[config.mk]
export PLATFORM = sky130hd
export DESIGN_NAME = ild_decoder
export DESIGN_NICKNAME = d
export VERILOG_FILES = /design/src/ild_pkg.sv /design/src/ild_decoder.sv /design/src/ild_len_lut.sv
export SDC_FILE = /design/constraint.sdc
export NUM_CORES = 1
export LEC_CHECK = 0
export ABC_AREA = 1
export BUFFER_PORTS_ARGS = -buffer_cell sky130_fd_sc_hd__buf_2
export CORE_MARGIN = 1
export CORE_UTILIZATION = 43
export CTS_CLUSTER_SIZE = 16
export DETAILED_ROUTE_END_ITERATION = 10
export HOLD_SLACK_MARGIN = 0.08
export PLACE_DENSITY = 0.65
export SLEW_MARGIN = 40
export SYNTH_ARGS = -nofsm -noshare
export SYNTH_HDL_FRONTEND = slang
export SYNTH_SLANG_ARGS = --single-unit
[constraint.sdc]
create_clock -name i_sys_clk -period 8.32 [get_ports i_sys_clk]
set_clock_uncertainty 0.2 [all_clocks]
set_input_delay 2.08 -clock i_sys_clk [delete_from_list [all_inputs] [get_ports i_sys_clk]]
set_output_delay 2.08 -clock i_sys_clk [all_outputs]
set_load 0.01 [all_outputs]
[src/ild_pkg.sv]
// Purpose: shared constants, opcode map and carrier types of the instruction length decoder
// Assumes: one-byte opcodes, little-endian operand bytes, 16-bit program addresses
// Notes: the opcode map is local to this core; datapath and assembler must share it
package ild_pkg;

    localparam logic [15:0] RESET_PC   = 16'h0000;
    localparam logic [15:0] TABLE_BASE = 16'hffe0;

    // Opcode group patterns, compared against the top bits of the opcode, except ACC_LAST (bits 3:0) and BIT_BAD (bits 4:3)
    localparam logic [1:0] OP_SJ    = 2'h0;
    localparam logic [3:0] OP_TC    = 4'h4;
    localparam logic [4:0] OP_RC    = 5'h0a;
    localparam logic [6:0] OP_RB    = 7'h2c;
    localparam logic [7:0] OP_LCALL = 8'h5a;
    localparam logic [7:0] OP_LBR   = 8'h5b;
    localparam logic [7:0] OP_JIDX  = 8'h5c;
    localparam logic [7:0] OP_JIDXW = 8'h5d;
    localparam logic [7:0] OP_NOP   = 8'h5e;
    localparam logic [7:0] OP_RET   = 8'h5f;
    localparam logic [7:0] OP_RETSK = 8'h60;
    localparam logic [7:0] OP_INTERRUPT_RETURN  = 8'h61;
    localparam logic [5:0] OP_BSK   = 6'h19;
    localparam logic [5:0] OP_XP    = 6'h1a;
    localparam logic [3:0] OP_ACC   = 4'h7;
    localparam logic [3:0] ACC_LAST = 4'hc;
    localparam logic [1:0] OP_BIT   = 2'h2;
    localparam logic [1:0] BIT_BAD  = 2'h3;
    localparam logic [3:0] OP_AR    = 4'hc;

    // Field positions and widths inside the opcode
    localparam int unsigned F_DEC    = 0;
    localparam int unsigned F_XCHG   = 1;
    localparam int unsigned F_IMM    = 0;
    localparam int unsigned F_WIDE   = 1;
    localparam int unsigned F_MULDIV = 3;
    localparam int unsigned F_DIR    = 5;
    localparam int unsigned SJ_W     = 6;
    localparam int unsigned RC_HI_W  = 3;
    localparam int unsigned TC_IDX_W = 4;

    localparam logic [1:0] LEN1 = 2'h1;
    localparam logic [1:0] LEN2 = 2'h2;
    localparam logic [1:0] LEN3 = 2'h3;

    typedef enum logic [4:0] {
        K_NOP        = 5'h00,
        K_SHORT_JUMP = 5'h01,
        K_TABLE_CALL = 5'h02,
        K_REL_CALL   = 5'h03,
        K_REL_BRANCH = 5'h04,
        K_LONG_CALL  = 5'h05,
        K_LONG_BR    = 5'h06,
        K_IND_TABLE  = 5'h07,
        K_IND_WTABLE = 5'h08,
        K_RETURN     = 5'h09,
        K_RET_SKIP   = 5'h0a,
        K_INT_RETURN = 5'h0b,
        K_B_SKIP     = 5'h0c,
        K_X_PTR      = 5'h0d,
        K_ACC        = 5'h0e,
        K_BIT        = 5'h0f,
        K_ARITH      = 5'h10,
        K_ILLEGAL    = 5'h11
    } ild_kind_e;

    typedef enum logic [2:0] {
        ST_EXEC       = 3'h0,
        ST_MEM_B      = 3'h1,
        ST_B_ADJ      = 3'h2,
        ST_PUSH_PC    = 3'h3,
        ST_SP_ADD2    = 3'h4,
        ST_LOAD_TABLE = 3'h5
    } ild_step_e;

    typedef enum logic [1:0] {
        S_FETCH = 2'h0,
        S_WAIT  = 2'h1,
        S_STEP  = 2'h2,
        S_CHECK = 2'h3
    } ild_state_e;

    typedef struct packed {
        logic        req;
        logic [15:0] addr;
    } ild_fetch_s;

    typedef struct packed {
        logic       valid;
        logic [7:0] data;
    } ild_byte_s;

    typedef struct packed {
        logic [1:0] len;
        ild_kind_e  kind;
        logic       wide;
        logic       imm;
    } ild_dec_s;

    typedef struct packed {
        logic        valid;
        ild_step_e   step;
        ild_kind_e   kind;
        logic [7:0]  opcode;
        logic [15:0] operand;
        logic [15:0] addr;
        logic [15:0] ret_pc;
        logic        wide;
        logic        imm;
    } ild_uop_s;

    typedef struct packed {
        logic        valid;
        logic        skip;
        logic        load_pc;
        logic [15:0] pc;
    } ild_ack_s;

endpackage : ild_pkg

[src/ild_decoder.sv]
// Purpose: fetch instruction bytes, find each length, sequence multi-step ops to the datapath
// Assumes: one fetch outstanding; datapath acks each step and updates B before the next cycle
// Notes: short, relative and long jumps and no-operation retire here without a datapath step; indexed jumps use the datapath
`timescale 1ns/100ps
module ild_decoder
    import ild_pkg::*;
(
    input  wire logic        i_sys_clk,
    input  wire logic        i_rstn,
    output ild_fetch_s       o_fetch,
    input  ild_byte_s        i_byte,
    output ild_uop_s         o_uop,
    input  ild_ack_s         i_ack,
    input  wire logic [15:0] i_reg_b,
    input  wire logic [15:0] i_reg_k,
    output logic [15:0]      o_pc
);

    ild_state_e  state_q;
    ild_state_e  state_d;
    ild_step_e   step_q;
    ild_step_e   step_d;
    ild_step_e   step_first;
    logic [1:0]  cnt_q;
    logic [1:0]  cnt_d;
    logic [15:0] pc_q;
    logic [15:0] pc_d;
    logic [15:0] ipc_q;
    logic [15:0] ipc_d;
    logic [7:0]  op_q;
    logic [7:0]  op_d;
    logic [15:0] opr_q;
    logic [15:0] opr_d;
    ild_dec_s    dec_q;
    ild_dec_s    dec_d;
    ild_dec_s    dec;
    logic        skip_q;
    logic        skip_d;
    ild_fetch_s  fetch_q;
    ild_fetch_s  fetch_d;
    ild_uop_s    uop_q;
    ild_uop_s    uop_d;

    // Byte intake
    wire logic       byte_in = (state_q == S_WAIT) && i_byte.valid;
    wire logic       first_b = byte_in && (cnt_q == 2'h0);
    wire logic [7:0] lut_op  = (cnt_q == 2'h0) ? i_byte.data : op_q;
    wire logic       last_b  = byte_in && ((cnt_q + 2'h1) == dec.len);

    ild_len_lut u_len (
        .i_opcode (lut_op),
        .o_dec    (dec)
    );

    assign op_d  = first_b ? i_byte.data : op_q;
    assign ipc_d = first_b ? pc_q : ipc_q;
    assign dec_d = last_b ? dec : dec_q;
    // Operand starts at zero so a one-byte instruction never carries the last one's bytes
    assign opr_d = first_b ? 16'h0000 :
                   (byte_in && cnt_q == 2'h1) ? {8'h00, i_byte.data} :
                   (byte_in && cnt_q == 2'h2) ? {i_byte.data, opr_q[7:0]} : opr_q;

    // Relative targets count from the opcode address plus one
    wire ild_kind_e   kind_q = dec_q.kind;
    wire logic [15:0] sj_ofs = {{(16 - SJ_W){op_q[SJ_W-1]}}, op_q[SJ_W-1:0]};
    wire logic [15:0] rc_ofs = {{(16 - RC_HI_W - 8){op_q[RC_HI_W-1]}}, op_q[RC_HI_W-1:0], opr_q[7:0]};
    wire logic [15:0] rb_ofs = {{7{op_q[0]}}, op_q[0], opr_q[7:0]};
    wire logic [15:0] ofs    = (kind_q == K_SHORT_JUMP) ? sj_ofs :
                               (kind_q == K_REL_CALL)   ? rc_ofs :
                               (kind_q == K_REL_BRANCH) ? rb_ofs : opr_q;
    wire logic [15:0] rel_pc  = ipc_q + ofs + 16'h0001;
    wire logic [15:0] jump_pc = (kind_q == K_NOP) ? pc_q : rel_pc;

    wire logic dp_kind  = !(kind_q inside {K_NOP, K_SHORT_JUMP, K_REL_BRANCH, K_LONG_BR});
    wire logic is_table = kind_q == K_TABLE_CALL;
    wire logic acked    = uop_q.valid && i_ack.valid;

    // Post-decrement walks downward, so its loop ends below K
    wire logic cmp_skip = op_q[F_DEC] ? (i_reg_b < i_reg_k) : (i_reg_b > i_reg_k);

    // Table words are two bytes apart; direct operands land in the low page where registers live
    wire logic [15:0] tbl_addr = TABLE_BASE + {11'h000, op_q[TC_IDX_W-1:0], 1'b0};
    wire logic [15:0] dir_addr = {8'h00, opr_q[7:0]};
    wire logic [15:0] uop_addr = (step_q == ST_LOAD_TABLE) ? tbl_addr : dir_addr;

    assign step_first = (dec.kind == K_B_SKIP) ? ST_MEM_B :
                        (dec.kind inside {K_TABLE_CALL, K_REL_CALL, K_LONG_CALL}) ? ST_PUSH_PC : ST_EXEC;

    assign fetch_d = '{req: (state_q == S_FETCH), addr: pc_q};

    // Valid drops for one cycle after each ack, so a step is never taken twice
    assign uop_d = '{valid:   (state_q == S_STEP) && dp_kind && !acked,
                     step:    step_q,
                     kind:    kind_q,
                     opcode:  op_q,
                     operand: opr_q,
                     addr:    uop_addr,
                     ret_pc:  pc_q,
                     wide:    dec_q.wide,
                     imm:     dec_q.imm};

    always_comb begin
        state_d = state_q;
        step_d  = step_q;
        cnt_d   = cnt_q;
        pc_d    = pc_q;
        skip_d  = skip_q;
        case (state_q)
            S_FETCH: begin
                state_d = S_WAIT;
            end
            S_WAIT: begin
                if (byte_in) begin
                    pc_d  = pc_q + 16'h0001;
                    cnt_d = cnt_q + 2'h1;
                    if (last_b) begin
                        cnt_d = 2'h0;
                        if (skip_q) begin
                            skip_d  = 1'b0;
                            state_d = S_FETCH;
                        end else begin
                            state_d = S_STEP;
                            step_d  = step_first;
                        end
                    end else begin
                        state_d = S_FETCH;
                    end
                end
            end
            S_STEP: begin
                if (!dp_kind) begin
                    pc_d    = jump_pc;
                    state_d = S_FETCH;
                end else if (acked) begin
                    case (step_q)
                        ST_MEM_B: begin
                            step_d = ST_B_ADJ;
                        end
                        ST_B_ADJ: begin
                            state_d = S_CHECK;
                        end
                        ST_PUSH_PC: begin
                            step_d = ST_SP_ADD2;
                        end
                        ST_SP_ADD2: begin
                            if (is_table) begin
                                step_d = ST_LOAD_TABLE;
                            end else begin
                                pc_d    = rel_pc;
                                state_d = S_FETCH;
                            end
                        end
                        ST_LOAD_TABLE: begin
                            pc_d    = i_ack.pc;
                            state_d = S_FETCH;
                        end
                        default: begin
                            if (i_ack.load_pc) begin
                                pc_d = i_ack.pc;
                            end
                            skip_d  = i_ack.skip || (kind_q == K_RET_SKIP);
                            state_d = S_FETCH;
                        end
                    endcase
                end
            end
            S_CHECK: begin
                skip_d  = cmp_skip;
                state_d = S_FETCH;
            end
            default: begin
                state_d = S_FETCH;
            end
        endcase
    end

    always_ff @(posedge i_sys_clk or negedge i_rstn) begin
        if (!i_rstn) begin
            state_q <= S_FETCH;
            step_q  <= ST_EXEC;
            cnt_q   <= 2'h0;
            pc_q    <= RESET_PC;
            ipc_q   <= RESET_PC;
            op_q    <= 8'h00;
            opr_q   <= 16'h0000;
            dec_q   <= '0;
            skip_q  <= 1'b0;
            fetch_q <= '0;
            uop_q   <= '0;
        end else begin
            state_q <= state_d;
            step_q  <= step_d;
            cnt_q   <= cnt_d;
            pc_q    <= pc_d;
            ipc_q   <= ipc_d;
            op_q    <= op_d;
            opr_q   <= opr_d;
            dec_q   <= dec_d;
            skip_q  <= skip_d;
            fetch_q <= fetch_d;
            uop_q   <= uop_d;
        end
    end

    assign o_fetch = fetch_q;
    assign o_uop   = uop_q;
    assign o_pc    = ipc_q;

    wire logic        in_step = state_q == S_STEP;
    wire logic [15:0] span    = pc_q - ipc_q;
endmodule : ild_decoder

[src/ild_len_lut.sv]
// Purpose: classify one opcode byte and give its total byte length
// Assumes: purely combinational, opcode stable while it is read
// Notes: unknown opcodes are one byte long so a stray byte never stalls fetch
`timescale 1ns/100ps
module ild_len_lut
    import ild_pkg::*;
(
    input  wire logic [7:0] i_opcode,
    output ild_dec_s        o_dec
);

    wire logic [7:0] op = i_opcode;

    wire logic g_sj  = op[7:6] == OP_SJ;
    wire logic g_tc  = op[7:4] == OP_TC;
    wire logic g_rc  = op[7:3] == OP_RC;
    wire logic g_rb  = op[7:1] == OP_RB;
    wire logic g_bsk = op[7:2] == OP_BSK;
    wire logic g_xp  = op[7:2] == OP_XP;
    wire logic g_acc = (op[7:4] == OP_ACC) && (op[3:0] <= ACC_LAST);
    wire logic g_bit = (op[7:6] == OP_BIT) && (op[4:3] != BIT_BAD);
    wire logic g_ar  = op[7:4] == OP_AR;
    wire logic g_lng = (op == OP_LCALL) || (op == OP_LBR);
    // Multiply and divide always run on words
    wire logic ar_wide = op[F_WIDE] || op[F_MULDIV];

    ild_kind_e  kind;
    logic [1:0] len;

    assign kind = g_sj             ? K_SHORT_JUMP :
                  g_tc             ? K_TABLE_CALL :
                  g_rc             ? K_REL_CALL   :
                  g_rb             ? K_REL_BRANCH :
                  (op == OP_LCALL) ? K_LONG_CALL  :
                  (op == OP_LBR)   ? K_LONG_BR    :
                  (op == OP_JIDX)  ? K_IND_TABLE  :
                  (op == OP_JIDXW) ? K_IND_WTABLE :
                  (op == OP_NOP)   ? K_NOP        :
                  (op == OP_RET)   ? K_RETURN     :
                  (op == OP_RETSK) ? K_RET_SKIP   :
                  (op == OP_INTERRUPT_RETURN)  ? K_INT_RETURN :
                  g_bsk            ? K_B_SKIP     :
                  g_xp             ? K_X_PTR      :
                  g_acc            ? K_ACC        :
                  g_bit            ? K_BIT        :
                  g_ar             ? K_ARITH      : K_ILLEGAL;

    assign len = (g_rc || g_rb)             ? LEN2 :
                 g_lng                      ? LEN3 :
                 (g_bit && op[F_DIR])       ? LEN2 :
                 (g_ar && op[F_IMM] && ar_wide) ? LEN3 :
                 g_ar                       ? LEN2 : LEN1;

    assign o_dec = '{len: len, kind: kind, wide: g_ar && ar_wide, imm: g_ar && op[F_IMM]};

endmodule : ild_len_lut

### Yosys cells after proc, flatten, opt, wreduce, memory -nomap -nowiden

Index checks and enable logic that the tools add are counted.

* input bits: 62
* word-level logic and storage cells: 184
* register bits: 139
* output and inout bits: 100

* eq/ne operators: 52
* mux-type cells: 64
* add/sub/neg operators: 5
* reduce and logical (&&, ||, !) cells: 38
* order comparisons: 3

Operator list (count)
* 16-bit 2-to-1 mux: 13
* 5-bit 2-to-1 mux: 16
* 8-bit by 7-bit == test with 1-bit output, second input constant: 8
* 16-bit one-hot mux with 3 select lines: 1
* 16-bit by 1-bit adder with 16-bit output, second input constant: 2
* 16-bit one-hot mux with 2 select lines: 1
* 2-bit 2-to-1 mux: 14
* 5-bit by 2-bit == test with 1-bit output, second input constant: 4
* 3-bit 2-to-1 mux: 6
* 16-bit adder: 1
* 16-bit greater-than comparator: 1
* 16-bit < comparator: 1
* 5-bit by 3-bit == test with 1-bit output, second input constant: 3
* 5-bit by 4-bit == test with 1-bit output, second input constant: 3
* 1-bit logical AND: 14
* 2-bit != test, second input constant: 7
* 6-bit by 5-bit == test with 1-bit output, second input constant: 2
* 3-bit by 2-bit != test with 1-bit output, second input constant: 3
* 3-bit one-hot mux with 3 select lines: 1
* 3-bit nonzero test: 3
* 2-bit == test, second input constant: 4
* 4-bit by 3-bit == test with 1-bit output, second input constant: 2
* 8-bit 2-to-1 mux: 1
* 2-bit one-hot mux with 4 select lines: 1
* 33 further kinds: 50

### Longest topological paths before layout

Gate-level depths: netlist of the first run.

* depth after elaboration: 28
* mapped depth: 21
* depth with buffers taken out: 21

### Hierarchy

A second synthesis of the first run with hierarchy kept.

* cells, all modules: 947
* area total of the unflattened synthesis: 7473.4 um^2

By module, submodules not included
* ild_decoder: sequential area each 3303.2 um^2, cells an instance 872, times used 1, area each 7104.3 um^2
* ild_len_lut: sequential area each 0.0 um^2, cells an instance 75, times used 1, area each 369.1 um^2

### Least setup slack after synthesis of the first run

No wires, ideal clock.

* path kind: input to register
* start point: input port i_byte[2] (netlist bit)
* end point: register step_q[1]
* slack: 4809 ps
* path buffers: 0
* required time: 8003 ps
* library setup time: 117 ps
* data arrival time: 3195 ps
* stages on the path: 14
* cells stage by stage: inv_1 > nand2_2 > o21ai_1 > nand2_2 > nor2_2 > o21ai_1 > nand2_1 > nand2_1 > nand2_2 > nand3_4 > nand2_4 > nand2_2 > nand2_1 > nand2_1

* word-level cells in the longest chain between the ends: 26
* elaborated cells on any way between the ends: 48

Ends and longest elaborated chain
* from (decl): line ild_decoder.sv:11 `input ild_byte_s i_byte,`
* 8-bit 2-to-1 mux (*): line ild_decoder.sv:47 `wire logic [7:0] lut_op = (cnt_q == 2'h0) ? i_byte.data : op_q;`
* 4-bit less-or-equal comparator: line ild_len_lut.sv:20 `wire logic g_acc = (op[7:4] == OP_ACC) && (op[3:0] <= ACC_LAST);`
* 1-bit logical AND: line ild_len_lut.sv:20
* 5-bit 2-to-1 mux: line ild_len_lut.sv:44 `g_acc ? K_ACC :`
* 5-bit 2-to-1 mux: line ild_len_lut.sv:43 `g_xp ? K_X_PTR :`
* 5-bit 2-to-1 mux: line ild_len_lut.sv:42 `g_bsk ? K_B_SKIP :`
* 5-bit 2-to-1 mux: line ild_len_lut.sv:41 `(op == OP_INTERRUPT_RETURN) ? K_INT_RETURN :`
* 5-bit 2-to-1 mux: line ild_len_lut.sv:40 `(op == OP_RETSK) ? K_RET_SKIP :`
* [10 not listed]
* 5-bit by 2-bit == test with 1-bit output or 5-bit by 3-bit == test with 1-bit output (tied branches): line ild_decoder.sv:87 `(dec.kind inside {K_TABLE_CALL, K_REL_CALL, K_LONG_CALL}) ? ST_PUSH_PC : ST_EXEC;`
* 3-bit nonzero test: line ild_decoder.sv:87
* 2-bit 2-to-1 mux: line ild_decoder.sv:87
* 2-bit 2-to-1 mux: line ild_decoder.sv:86 `assign step_first = (dec.kind == K_B_SKIP) ? ST_MEM_B :`
* 3-bit 2-to-1 mux: line ild_decoder.sv:118 `if (skip_q) begin`
* 3-bit 2-to-1 mux: line ild_decoder.sv:116 `if (last_b) begin`
* 3-bit 2-to-1 mux: line ild_decoder.sv:113 `if (byte_in) begin`
* 3-bit one-hot mux with 2 select lines: line ild_decoder.sv:108 `case (state_q)`
* to (signal assigned): line ild_decoder.sv:192 `step_q <= step_d;`
* to (decl): line ild_decoder.sv:21 `ild_step_e step_q;`

Mark *: on every way between the ends. The rest lies on a longest branch, timed or not. The select of a mux whose other input is x is not followed.
A chain may end at the register's enable or synchronous reset.

### Worst setup path in the final report of the first run

* start point: register dec_q (netlist bit kind_q[3])
* end point: register pc_q[15]

* word-level cells in the longest chain between the ends: 11
* elaborated cells on any way between the ends: 24

Ends and longest elaborated chain
* from (decl): line ild_decoder.sv:34 `ild_dec_s dec_q;`
* from (signal assigned): line ild_decoder.sv:186 `dec_q <= '0;`
* from (signal assigned): line ild_decoder.sv:198 `dec_q <= dec_d;`
* 5-bit by 3-bit == test with 1-bit output: line ild_decoder.sv:70, ild_decoder.sv:74
* 16-bit 2-to-1 mux: line ild_decoder.sv:70 `(kind_q == K_REL_BRANCH) ? rb_ofs : opr_q;`
* 16-bit 2-to-1 mux: line ild_decoder.sv:69 `(kind_q == K_REL_CALL) ? rc_ofs :`
* 16-bit 2-to-1 mux: line ild_decoder.sv:68 `wire logic [15:0] ofs = (kind_q == K_SHORT_JUMP) ? sj_ofs :`
* 16-bit adder: line ild_decoder.sv:71 `wire logic [15:0] rel_pc = ipc_q + ofs + 16'h0001;`
* 16-bit by 1-bit adder with 16-bit output: line ild_decoder.sv:71
* 16-bit 2-to-1 mux: line ild_decoder.sv:146 `if (is_table) begin`
* 16-bit one-hot mux with 3 select lines: line ild_decoder.sv:135 `case (step_q)`
* 16-bit 2-to-1 mux: line ild_decoder.sv:134 `end else if (acked) begin`
* 16-bit 2-to-1 mux: line ild_decoder.sv:131 `if (!dp_kind) begin`
* 16-bit one-hot mux with 2 select lines: line ild_decoder.sv:108
* to (signal assigned): line ild_decoder.sv:194 `pc_q <= pc_d;`
* to (decl): line ild_decoder.sv:26 `logic [15:0] pc_q;`

Several ways; a longest one is shown, not always the timed one. The select of a mux whose other input is x is not followed.

==> results of run 1 <==
[per-layer routing]
layer | up-vias | global-route usage [%] | share of wire (%)
met5 | - | 0 | 0
met4 | 0 | 8.59 | 1.7
met3 | 30 | 4.76 | 5.7
met2 | 217 | 37.8 | 47
met1 | 3162 | 31.4 | 45
li1 | 3424 | - | -
[cell type report]
class | count | area (um^2) | share of cell area, %
clock buffer | 20 | 447 | 4.99
clock inverter | 12 | 156 | 1.75
inverter | 126 | 475 | 5.31
multi-input combinational | 663 | 3450 | 38.6
sequential | 132 | 3300 | 36.9
tap | 220 | 275 | 3.07
timing repair buffer | 164 | 847 | 9.46
[layout by cell type, fill, tap and decap left out, drive strengths merged, types with 2 or more instances in the layout]
| cell type | n |
|---|---|
| a21boi | 2 |
| a21o | 3 |
| a21oi | 59 |
| a31oi | 7 |
| buf | 164 |
| bufinv | 3 |
| clkbuf | 20 |
| clkinv | 9 |
| dfrtp | 132 |
| ha | 37 |
| inv | 125 |
| nand2 | 232 |
| nand3 | 73 |
| nand3b | 4 |
| nand4 | 11 |
| nor2 | 93 |
| nor3 | 15 |
| nor4 | 2 |
| o211ai | 8 |
| o21ai | 87 |
| o21bai | 2 |
| o221ai | 2 |
| o22ai | 10 |
| xnor2 | 2 |
| xor2 | 7 |
[final timing paths]
path / slack [ps] / to / startpoint
min: 180 / o_uop[42]$_DFF_PN0_ / opr_q[8]$_DFFE_PN0P_
min reg2reg: 180 / o_uop[42]$_DFF_PN0_ / opr_q[8]$_DFFE_PN0P_
min in group asynchronous: 1480 / o_uop[45]$_DFF_PN0_ / i_rstn
max: 4410 / pc_q[15]$_DFFE_PN0P_ / kind_q[3]$_DFFE_PN0P_
max reg2reg: 4410 / pc_q[15]$_DFFE_PN0P_ / kind_q[3]$_DFFE_PN0P_
max in group asynchronous: 5460 / state_q[0]$_DFFE_PN0P_ / i_rstn
[per-stage QoR]
stage / util [%] / instances
2_1_floorplan: - / 964
3_3_place_gp: 49.5 / 1304
3_5_place_dp: 49.5 / 1304
4_1_cts: 53.1 / 1336
5_1_grt: 53.3 / 1337
6_report: 53.3 / 1337
[registers in the layout (all words and copies together), names as in the netlist]
name / flops
cnt_q: 2
dec_q: 2
kind_q: 5
o_fetch: 1
o_pc: 16
o_uop: 60
op_q: 8
opr_q: 16
pc_q: 16
skip_q: 1
state_q: 2
step_q: 3
[cell families after synthesis]
kind of cell | after synthesis | synth area share (%)
simple gates | 432 | 25.1
compound gates | 184 | 13.4
buf+inv | 169 | 9.89
flops | 132 | 44.1
fa+ha+maj | 38 | 6.45
xor+xnor | 9 | 1.05
[critical path: cells and delay by family (launching register included)]
family	cells	cell delay, ps
flip-flops	1	420
AO/OA/AOI/OAI	2	200
adder cells (fa/ha/maj)	1	420
buffers and inverters	3	600
AND/OR/NAND/NOR	11	2000
[power breakdown]
group          internal (mW)  leakage [nW]  total [mW]  switching (mW)
clock                  0.479         0.294       0.767           0.288
combinational          0.640          2.86        1.88            1.24
sequential             0.899          1.67        1.11           0.214
==> key figures, run 1 <==
Critical path
  • Crit path cell chain: nor2_2 -> nand2_1 -> inv_1 -> nand3_1 -> inv_1 -> nand2_1 -> inv_1 -> a21oi_1 -> ha_1 -> nand2_1 -> nor4_1 -> nand2_1 -> nand2_1 -> nand3_1 -> nand3_1 -> nand2_1 -> a21oi_1
  • CP max stage cell: nand3_1
  • Largest stage delay, worst path: 530 ps
  • WP data required: 8480 ps
  • Worst setup SP type: flip-flop
  • Critical path capture point type: flip-flop
  • R2R cell count: 17
  • Arrival @ worst endpoint: 4070 ps
  • Most frequent CP cell: nand2_1
  • Critical path class: flip-flop to flip-flop
  • Crit path max fanout: 20

Synth
  • Syn Nets: 1064
  • Synth cell types: 44
  • EDFF count, synth: 0
  • Synth top area share: 44.1%
  • Cell area after synthesis: 7490 um^2
  • Top cells by area, synth: dfrtp_1, nand2_1, ha_1
  • Post-synthesis async set-or-reset flop share: 100%
  • Fraction of the yosys area taken by sequential cells: 44.1%
  • Mapped Cells: 964
  • FF+latch count, synth: 132
  • Yosys warnings: 0
  • Largest area contributor in the netlist: dfrtp_1
  • Mean Syn Cell Area: 7.77 um^2
  • Cell with the most instances after synthesis: nand2_1
  • Commonest cells post-synth: nand2_1, dfrtp_1, inv_1
  • Synth Flop Type: dfrtp_1

Clock tree
  • Total CTS buffers: 17
  • Clock transition at the registers of the reported paths: 60 ps
  • Depth of the CTS H-tree: 4
  • Root buf cell: clkbuf_16
  • TritonCTS clock tree: built
  • Bufs on Longest Clock Path: 2
  • Post-cts hold buffer count: 0
  • Setup bufs post-CTS: 0
  • Cts repair resizes: 0
  • Clock latency on the worst-skew pair: 430 ps
  • Total clock sinks: 132

Drt
  • DRT Pass-1 Iters: 5
  • Vias/cell: 5.11
  • Initial drt markers: 470
  • Drt total wl: 20.0 mm
  • Routed len/inst: 15.0 um
  • Post-route ant nets: 0
  • DRC Markers: 0
  • Vias post-DR: 6833

Pwr
  • Worst vdd ir: 187 uV
  • Power Total: 3.76 mW
  • Leakage: 4.83 nW
  • P per Cell Area: 420 nW/um^2

Floorplanning
  • Die Ht: 134 um
  • Initial Util: 44.5%
  • Core ar.: 16800 um^2
  • I/O Pins: 162
  • Die width: 134 um
  • Core Rows: 47
  • DIE AREA: 18000 um^2

Timing
  • Fin. Hold Viols: 0
  • Worst setup margin: 4410 ps
  • Setup TNS: 0 ps
  • Min Tclk post-route: 3910 ps
  • Min Hold Slack: 179 ps
  • Worst slew margin: 49.7%
  • Final Cycle Share: 47.0%
  • Max Slew Vio Count: 0
  • Setup Viol. Count Final: 0
  • F_max: 256 MHz
  • RSZ-0062 raised after global routing: no
  • Worst slew pin tran: 753 ps

Place
  • Count of buffers from port buffering: 161
  • Place WS: 4070 ps
  • RePlAce Congestion: 0.875
  • Placed cell area: 8330 um^2
  • Final HPWL DP: 15.0 mm

Flow run
  • Max Cap Violations: 0

Cells and area
  • Final net count: 1204
  • Fillers: 1672
  • Final Cell Area: 8960 um^2
  • Layout area overhead: 19.6%
  • Diode count: 0
  • Share of cells above drive strength 1: 20.2%

GRT
  • Vias in the first global route: 6548
  • Antenna violations before repair: 1
  • GRT overflow: 0
  • First-pass GRT wire length: 32.5 mm
  • GRT Total Usage: 23.5%
  • Pin count of the biggest net entering global routing: 77

Run status
  • Outcome: finished, final reports clean

Hold path
  • Hold path depth: 0
  • Hold Path Class: flip-flop to flip-flop
Note: power is estimated with default switching activity, not from simulation.
==> run 2: changes to the inputs <==
Settings changed: ABC_AREA 1 to 0, PLACE_DENSITY 0.65 to 0.68.
Clock period 8.32 ns to 3.2 ns, I/O delays scaled along.
==> run 2 against run 1 <==
Sequential cell count unchanged. Sequential power rose to 2.8 times the previous value. Register-to-register slack worse by 4500 ps. Synthesized cell count is 18% lower. The flow now finishes with violations (negative setup slack). Core utilization rose by 3.8 points. Via count shrank 4.1%. Final area rose by 7.1%. Critical path type unchanged.
==> key figures, run 2 <==
GRT
  • Antenna violations before repair: 0 (was 1)
  • GRT Total Usage: 22.9% (was 23.5%)
  • GRT overflow: 0 (unchanged)
  • Pin count of the biggest net entering global routing: 73 (was 77)
  • First-pass GRT wire length: 32.0 mm (was 32.5 mm)
  • Vias in the first global route: 6106 (was 6548)

Pwr
  • Leakage: 4.56 nW (was 4.83 nW)
  • Sequential power share: 26.9% (was 29.6%)
  • Switching power share of the total: 41.4% (was 46.4%)
  • Internal power: 6.70 mW (was 2.02 mW)
  • Psw: 4.73 mW (was 1.75 mW)
  • P per Cell Area: 1190 nW/um^2 (was 420 nW/um^2)
  • Worst vdd ir: 519 uV (was 187 uV)
  • Gate power share: 55.3% (was 50.0%)
  • Proportion of power drawn by the clock network: 17.8% (was 20.4%)

Timing
  • Setup Viol. Count Final: 5 (was 0)
  • Worst slew margin: 55.2% (was 49.7%)
  • Worst setup margin: -50.9 ps (was 4410 ps)
  • RSZ-0062 raised after global routing: yes (was no)
  • F_max: 308 MHz (was 256 MHz)
  • Fin. Hold Viols: 0 (unchanged)
  • Max Slew Vio Count: 0 (unchanged)
  • Final Cycle Share: 102% (was 47.0%)
  • Min Hold Slack: 177 ps (was 179 ps)
  • Min Tclk post-route: 3250 ps (was 3910 ps)
  • Setup TNS: -116 ps (was 0 ps)
  • Worst slew pin tran: 671 ps (was 753 ps)

Drt
  • Drt total wl: 19.8 mm (was 20.0 mm)
  • Post-route ant nets: 0 (unchanged)
  • Vias/cell: 5.43 (was 5.11)
  • DRC Markers: 0 (unchanged)
  • DRT Pass-1 Iters: 5 (unchanged)
  • Routed len/inst: 16.4 um (was 15.0 um)
  • Vias post-DR: 6550 (was 6833)
  • Initial drt markers: 422 (was 470)

Place
  • Count of buffers from port buffering: 161 (unchanged)
  • Final HPWL DP: 14.6 mm (was 15.0 mm)
  • Placed cell area: 8760 um^2 (was 8330 um^2)
  • Placed cells: 1168 (was 1304)
  • Place WS: -158 ps (was 4070 ps)
  • RePlAce Congestion: 0.879 (was 0.875)

Synth
  • Largest area contributor in the netlist: dfrtp_1 (unchanged)
  • Yosys warnings: 0 (unchanged)
  • Synth cell types: 81 (was 44)
  • Cell with the most instances after synthesis: dfrtp_1 (was nand2_1)
  • Fraction of the yosys area taken by sequential cells: 44.1% (about the same)
  • Top cells by area, synth: dfrtp_1, ha_1, mux2_2 (was dfrtp_1, nand2_1, ha_1)
  • Mapped Cells: 787 (was 964)
  • Synth top area share: 44.1% (about the same)
  • Syn Nets: 887 (was 1064)
  • EDFF count, synth: 0 (unchanged)
  • FF+latch count, synth: 132 (unchanged)
  • Post-synthesis async set-or-reset flop share: 100% (unchanged)
  • Synth Flop Type: dfrtp_1 (unchanged)
  • Mean Syn Cell Area: 9.52 um^2 (was 7.77 um^2)
  • Commonest cells post-synth: dfrtp_1, nand2_1, a21oi_1 (was nand2_1, dfrtp_1, inv_1)
  • Cell area after synthesis: 7490 um^2 (about the same)

Floorplanning
  • Core Rows: 47 (unchanged)
  • DIE AREA: 18000 um^2 (about the same)
  • Initial Util: 44.6% (was 44.5%)
  • Die Ht: 134 um (about the same)
  • Core ar.: 16800 um^2 (unchanged)
  • I/O Pins: 162 (unchanged)
  • Die width: 134 um (about the same)

Critical path
  • Worst setup SP type: flip-flop (unchanged)
  • CP max stage cell: dfrtp_1 (was nand3_1)
  • Critical path capture point type: flip-flop (unchanged)
  • Crit path max fanout: 4 (was 20)
  • Arrival @ worst endpoint: 3350 ps (was 4070 ps)
  • Largest stage delay, worst path: 400 ps (was 530 ps)
  • WP data required: 3290 ps (was 8480 ps)
  • Crit path buffers/inverters: 1 (was 3)
  • CP top delay family: compound AO/OA/AOI/OAI gates (was simple AND/OR/NAND/NOR gates)
  • Critical path class: flip-flop to flip-flop (unchanged)
  • Crit path cell chain: nor4_4 -> buf_4 -> mux2_4 -> ha_4 -> nor2b_1 -> o31a_1 -> o2111ai_2 -> a31oi_2 -> a21o_1 -> a21oi_2 -> xor2_1 -> o22ai_1 (was nor2_2 -> nand2_1 -> inv_1 -> nand3_1 -> inv_1 -> nand2_1 -> inv_1 -> a21oi_1 -> ha_1 -> nand2_1 -> nor4_1 -> nand2_1 -> nand2_1 -> nand3_1 -> nand3_1 -> nand2_1 -> a21oi_1)

Cells and area
  • Final Non-Filler Cells: 1207 (was 1337)
  • Diode count: 0 (unchanged)
  • Final Cell Area: 9590 um^2 (was 8960 um^2)
  • Layout area overhead: 28.0% (was 19.6%)
  • Max reg flops: 60 (unchanged)
  • Leading cell type in the layout, fill and taps excluded: buf_2 (was nand2_1)
  • Most frequent cells in the layout: buf_2, dfrtp_1, nand2_1 (was nand2_1, buf_2, dfrtp_1)
  • Fillers: 1509 (was 1672)
  • Share of cells above drive strength 1: 35.3% (was 20.2%)
  • Final net count: 1074 (was 1204)

Hold path
  • Hold Path Class: primary input to async pin (was flip-flop to flip-flop)

Clock tree
  • Clock transition at the registers of the reported paths: 60 ps (about the same)
  • TritonCTS clock tree: built (unchanged)
  • Post-cts hold buffer count: 0 (unchanged)
  • Root buf cell: clkbuf_16 (unchanged)
  • Bufs on Longest Clock Path: 2 (unchanged)
  • Depth of the CTS H-tree: 4 (unchanged)
  • Clock latency on the worst-skew pair: 420 ps (was 430 ps)
  • Total clock sinks: 132 (unchanged)
  • Total CTS buffers: 17 (unchanged)

Run status
  • Violated checks: negative setup slack
  • Outcome: complete, but fails checks (was finished, final reports clean)

Flow run
  • Max Cap Violations: 0 (unchanged)
## run 2: changes by cell type in the layout (fill, tap and decap cells not counted), moves of 13 or more
cell     before  now
mux2_2        0   28
buf_4         2   66
o21ai_0      74   45
nand3_1      70   21
nand2_1     222   93
nor2b_1       0   13
nor2_1       82   46
inv_1       119   34
## run 2: metrics by stage
stage	total power, mW	util [%]
after floorplan	6.94	-
after global placement	8.82	52.1
after detailed placement	8.92	52.1
after CTS	11.2	56.4
after global routing	12.3	57.0
final	11.4	57.0
## run 2: per-layer routing
| layer | GRT usage [%] | up-vias | share of wire, % |
|---|---|---|---|
| li1 | - | 3170 | - |
| met1 | 31.1 | 3144 | 45 |
| met2 | 36.7 | 204 | 48 |
| met3 | 4.23 | 32 | 4.8 |
| met4 | 7.55 | 0 | 2.0 |
| met5 | 0 | - | 0 |
## run 2: repair_timing
action / 4_1_cts / 5_1_grt
endpoints found under the setup margin: 9 / 17
buffers inserted: 2 / 5
gates resized for setup: 17 / 20
pin swaps: 9 / 13
gates cloned: 1 / 0
## run 2: logic make-up after synthesis
group / synth area share [%]
mux: 6.11
simple gates: 15.9
xor+xnor: 1.40
compound gates: 19.4
buf+inv: 6.65
fa+ha+maj: 6.45
flops: 44.1
## run 2: final timing paths
check,slack [ps],to,from,cells past startpoint
setup reg to reg,-50,pc_q[14]$_DFFE_PN0P_,kind_q[3]$_DFFE_PN0P_,12
min in group i_sys_clk,180,o_uop[40]$_DFF_PN0_,opr_q[6]$_DFFE_PN0P_,0
setup / recovery,-50,pc_q[14]$_DFFE_PN0P_,kind_q[3]$_DFFE_PN0P_,12
hold reg to reg,180,o_uop[40]$_DFF_PN0_,opr_q[6]$_DFFE_PN0P_,0
max in group asynchronous,1910,o_uop[17]$_DFF_PN0_,i_rstn,2
hold / removal,180,o_uop[7]$_DFF_PN0_,i_rstn,1
## run 2: area by class of cell
class	instances	area, um^2	share of cell area (%)
multi-input combinational	557	3890	40.6
sequential	132	3300	34.4
timing repair buffer	231	1360	14.2
clock buffer	22	484	5.05
tap	220	275	2.87
clock inverter	10	145	1.51
inverter	35	131	1.37
## run 2: power groups by stage
stage               registers [mW]  logic (mW)  clock network, mW
global placement              3.06        5.76                  0
finish                        3.08        6.32               2.04
floorplan                     3.10        3.84                  0
CTS                           3.07        6.09               2.07
detailed placement            3.08        5.84                  0
global route                  3.18        6.95               2.14
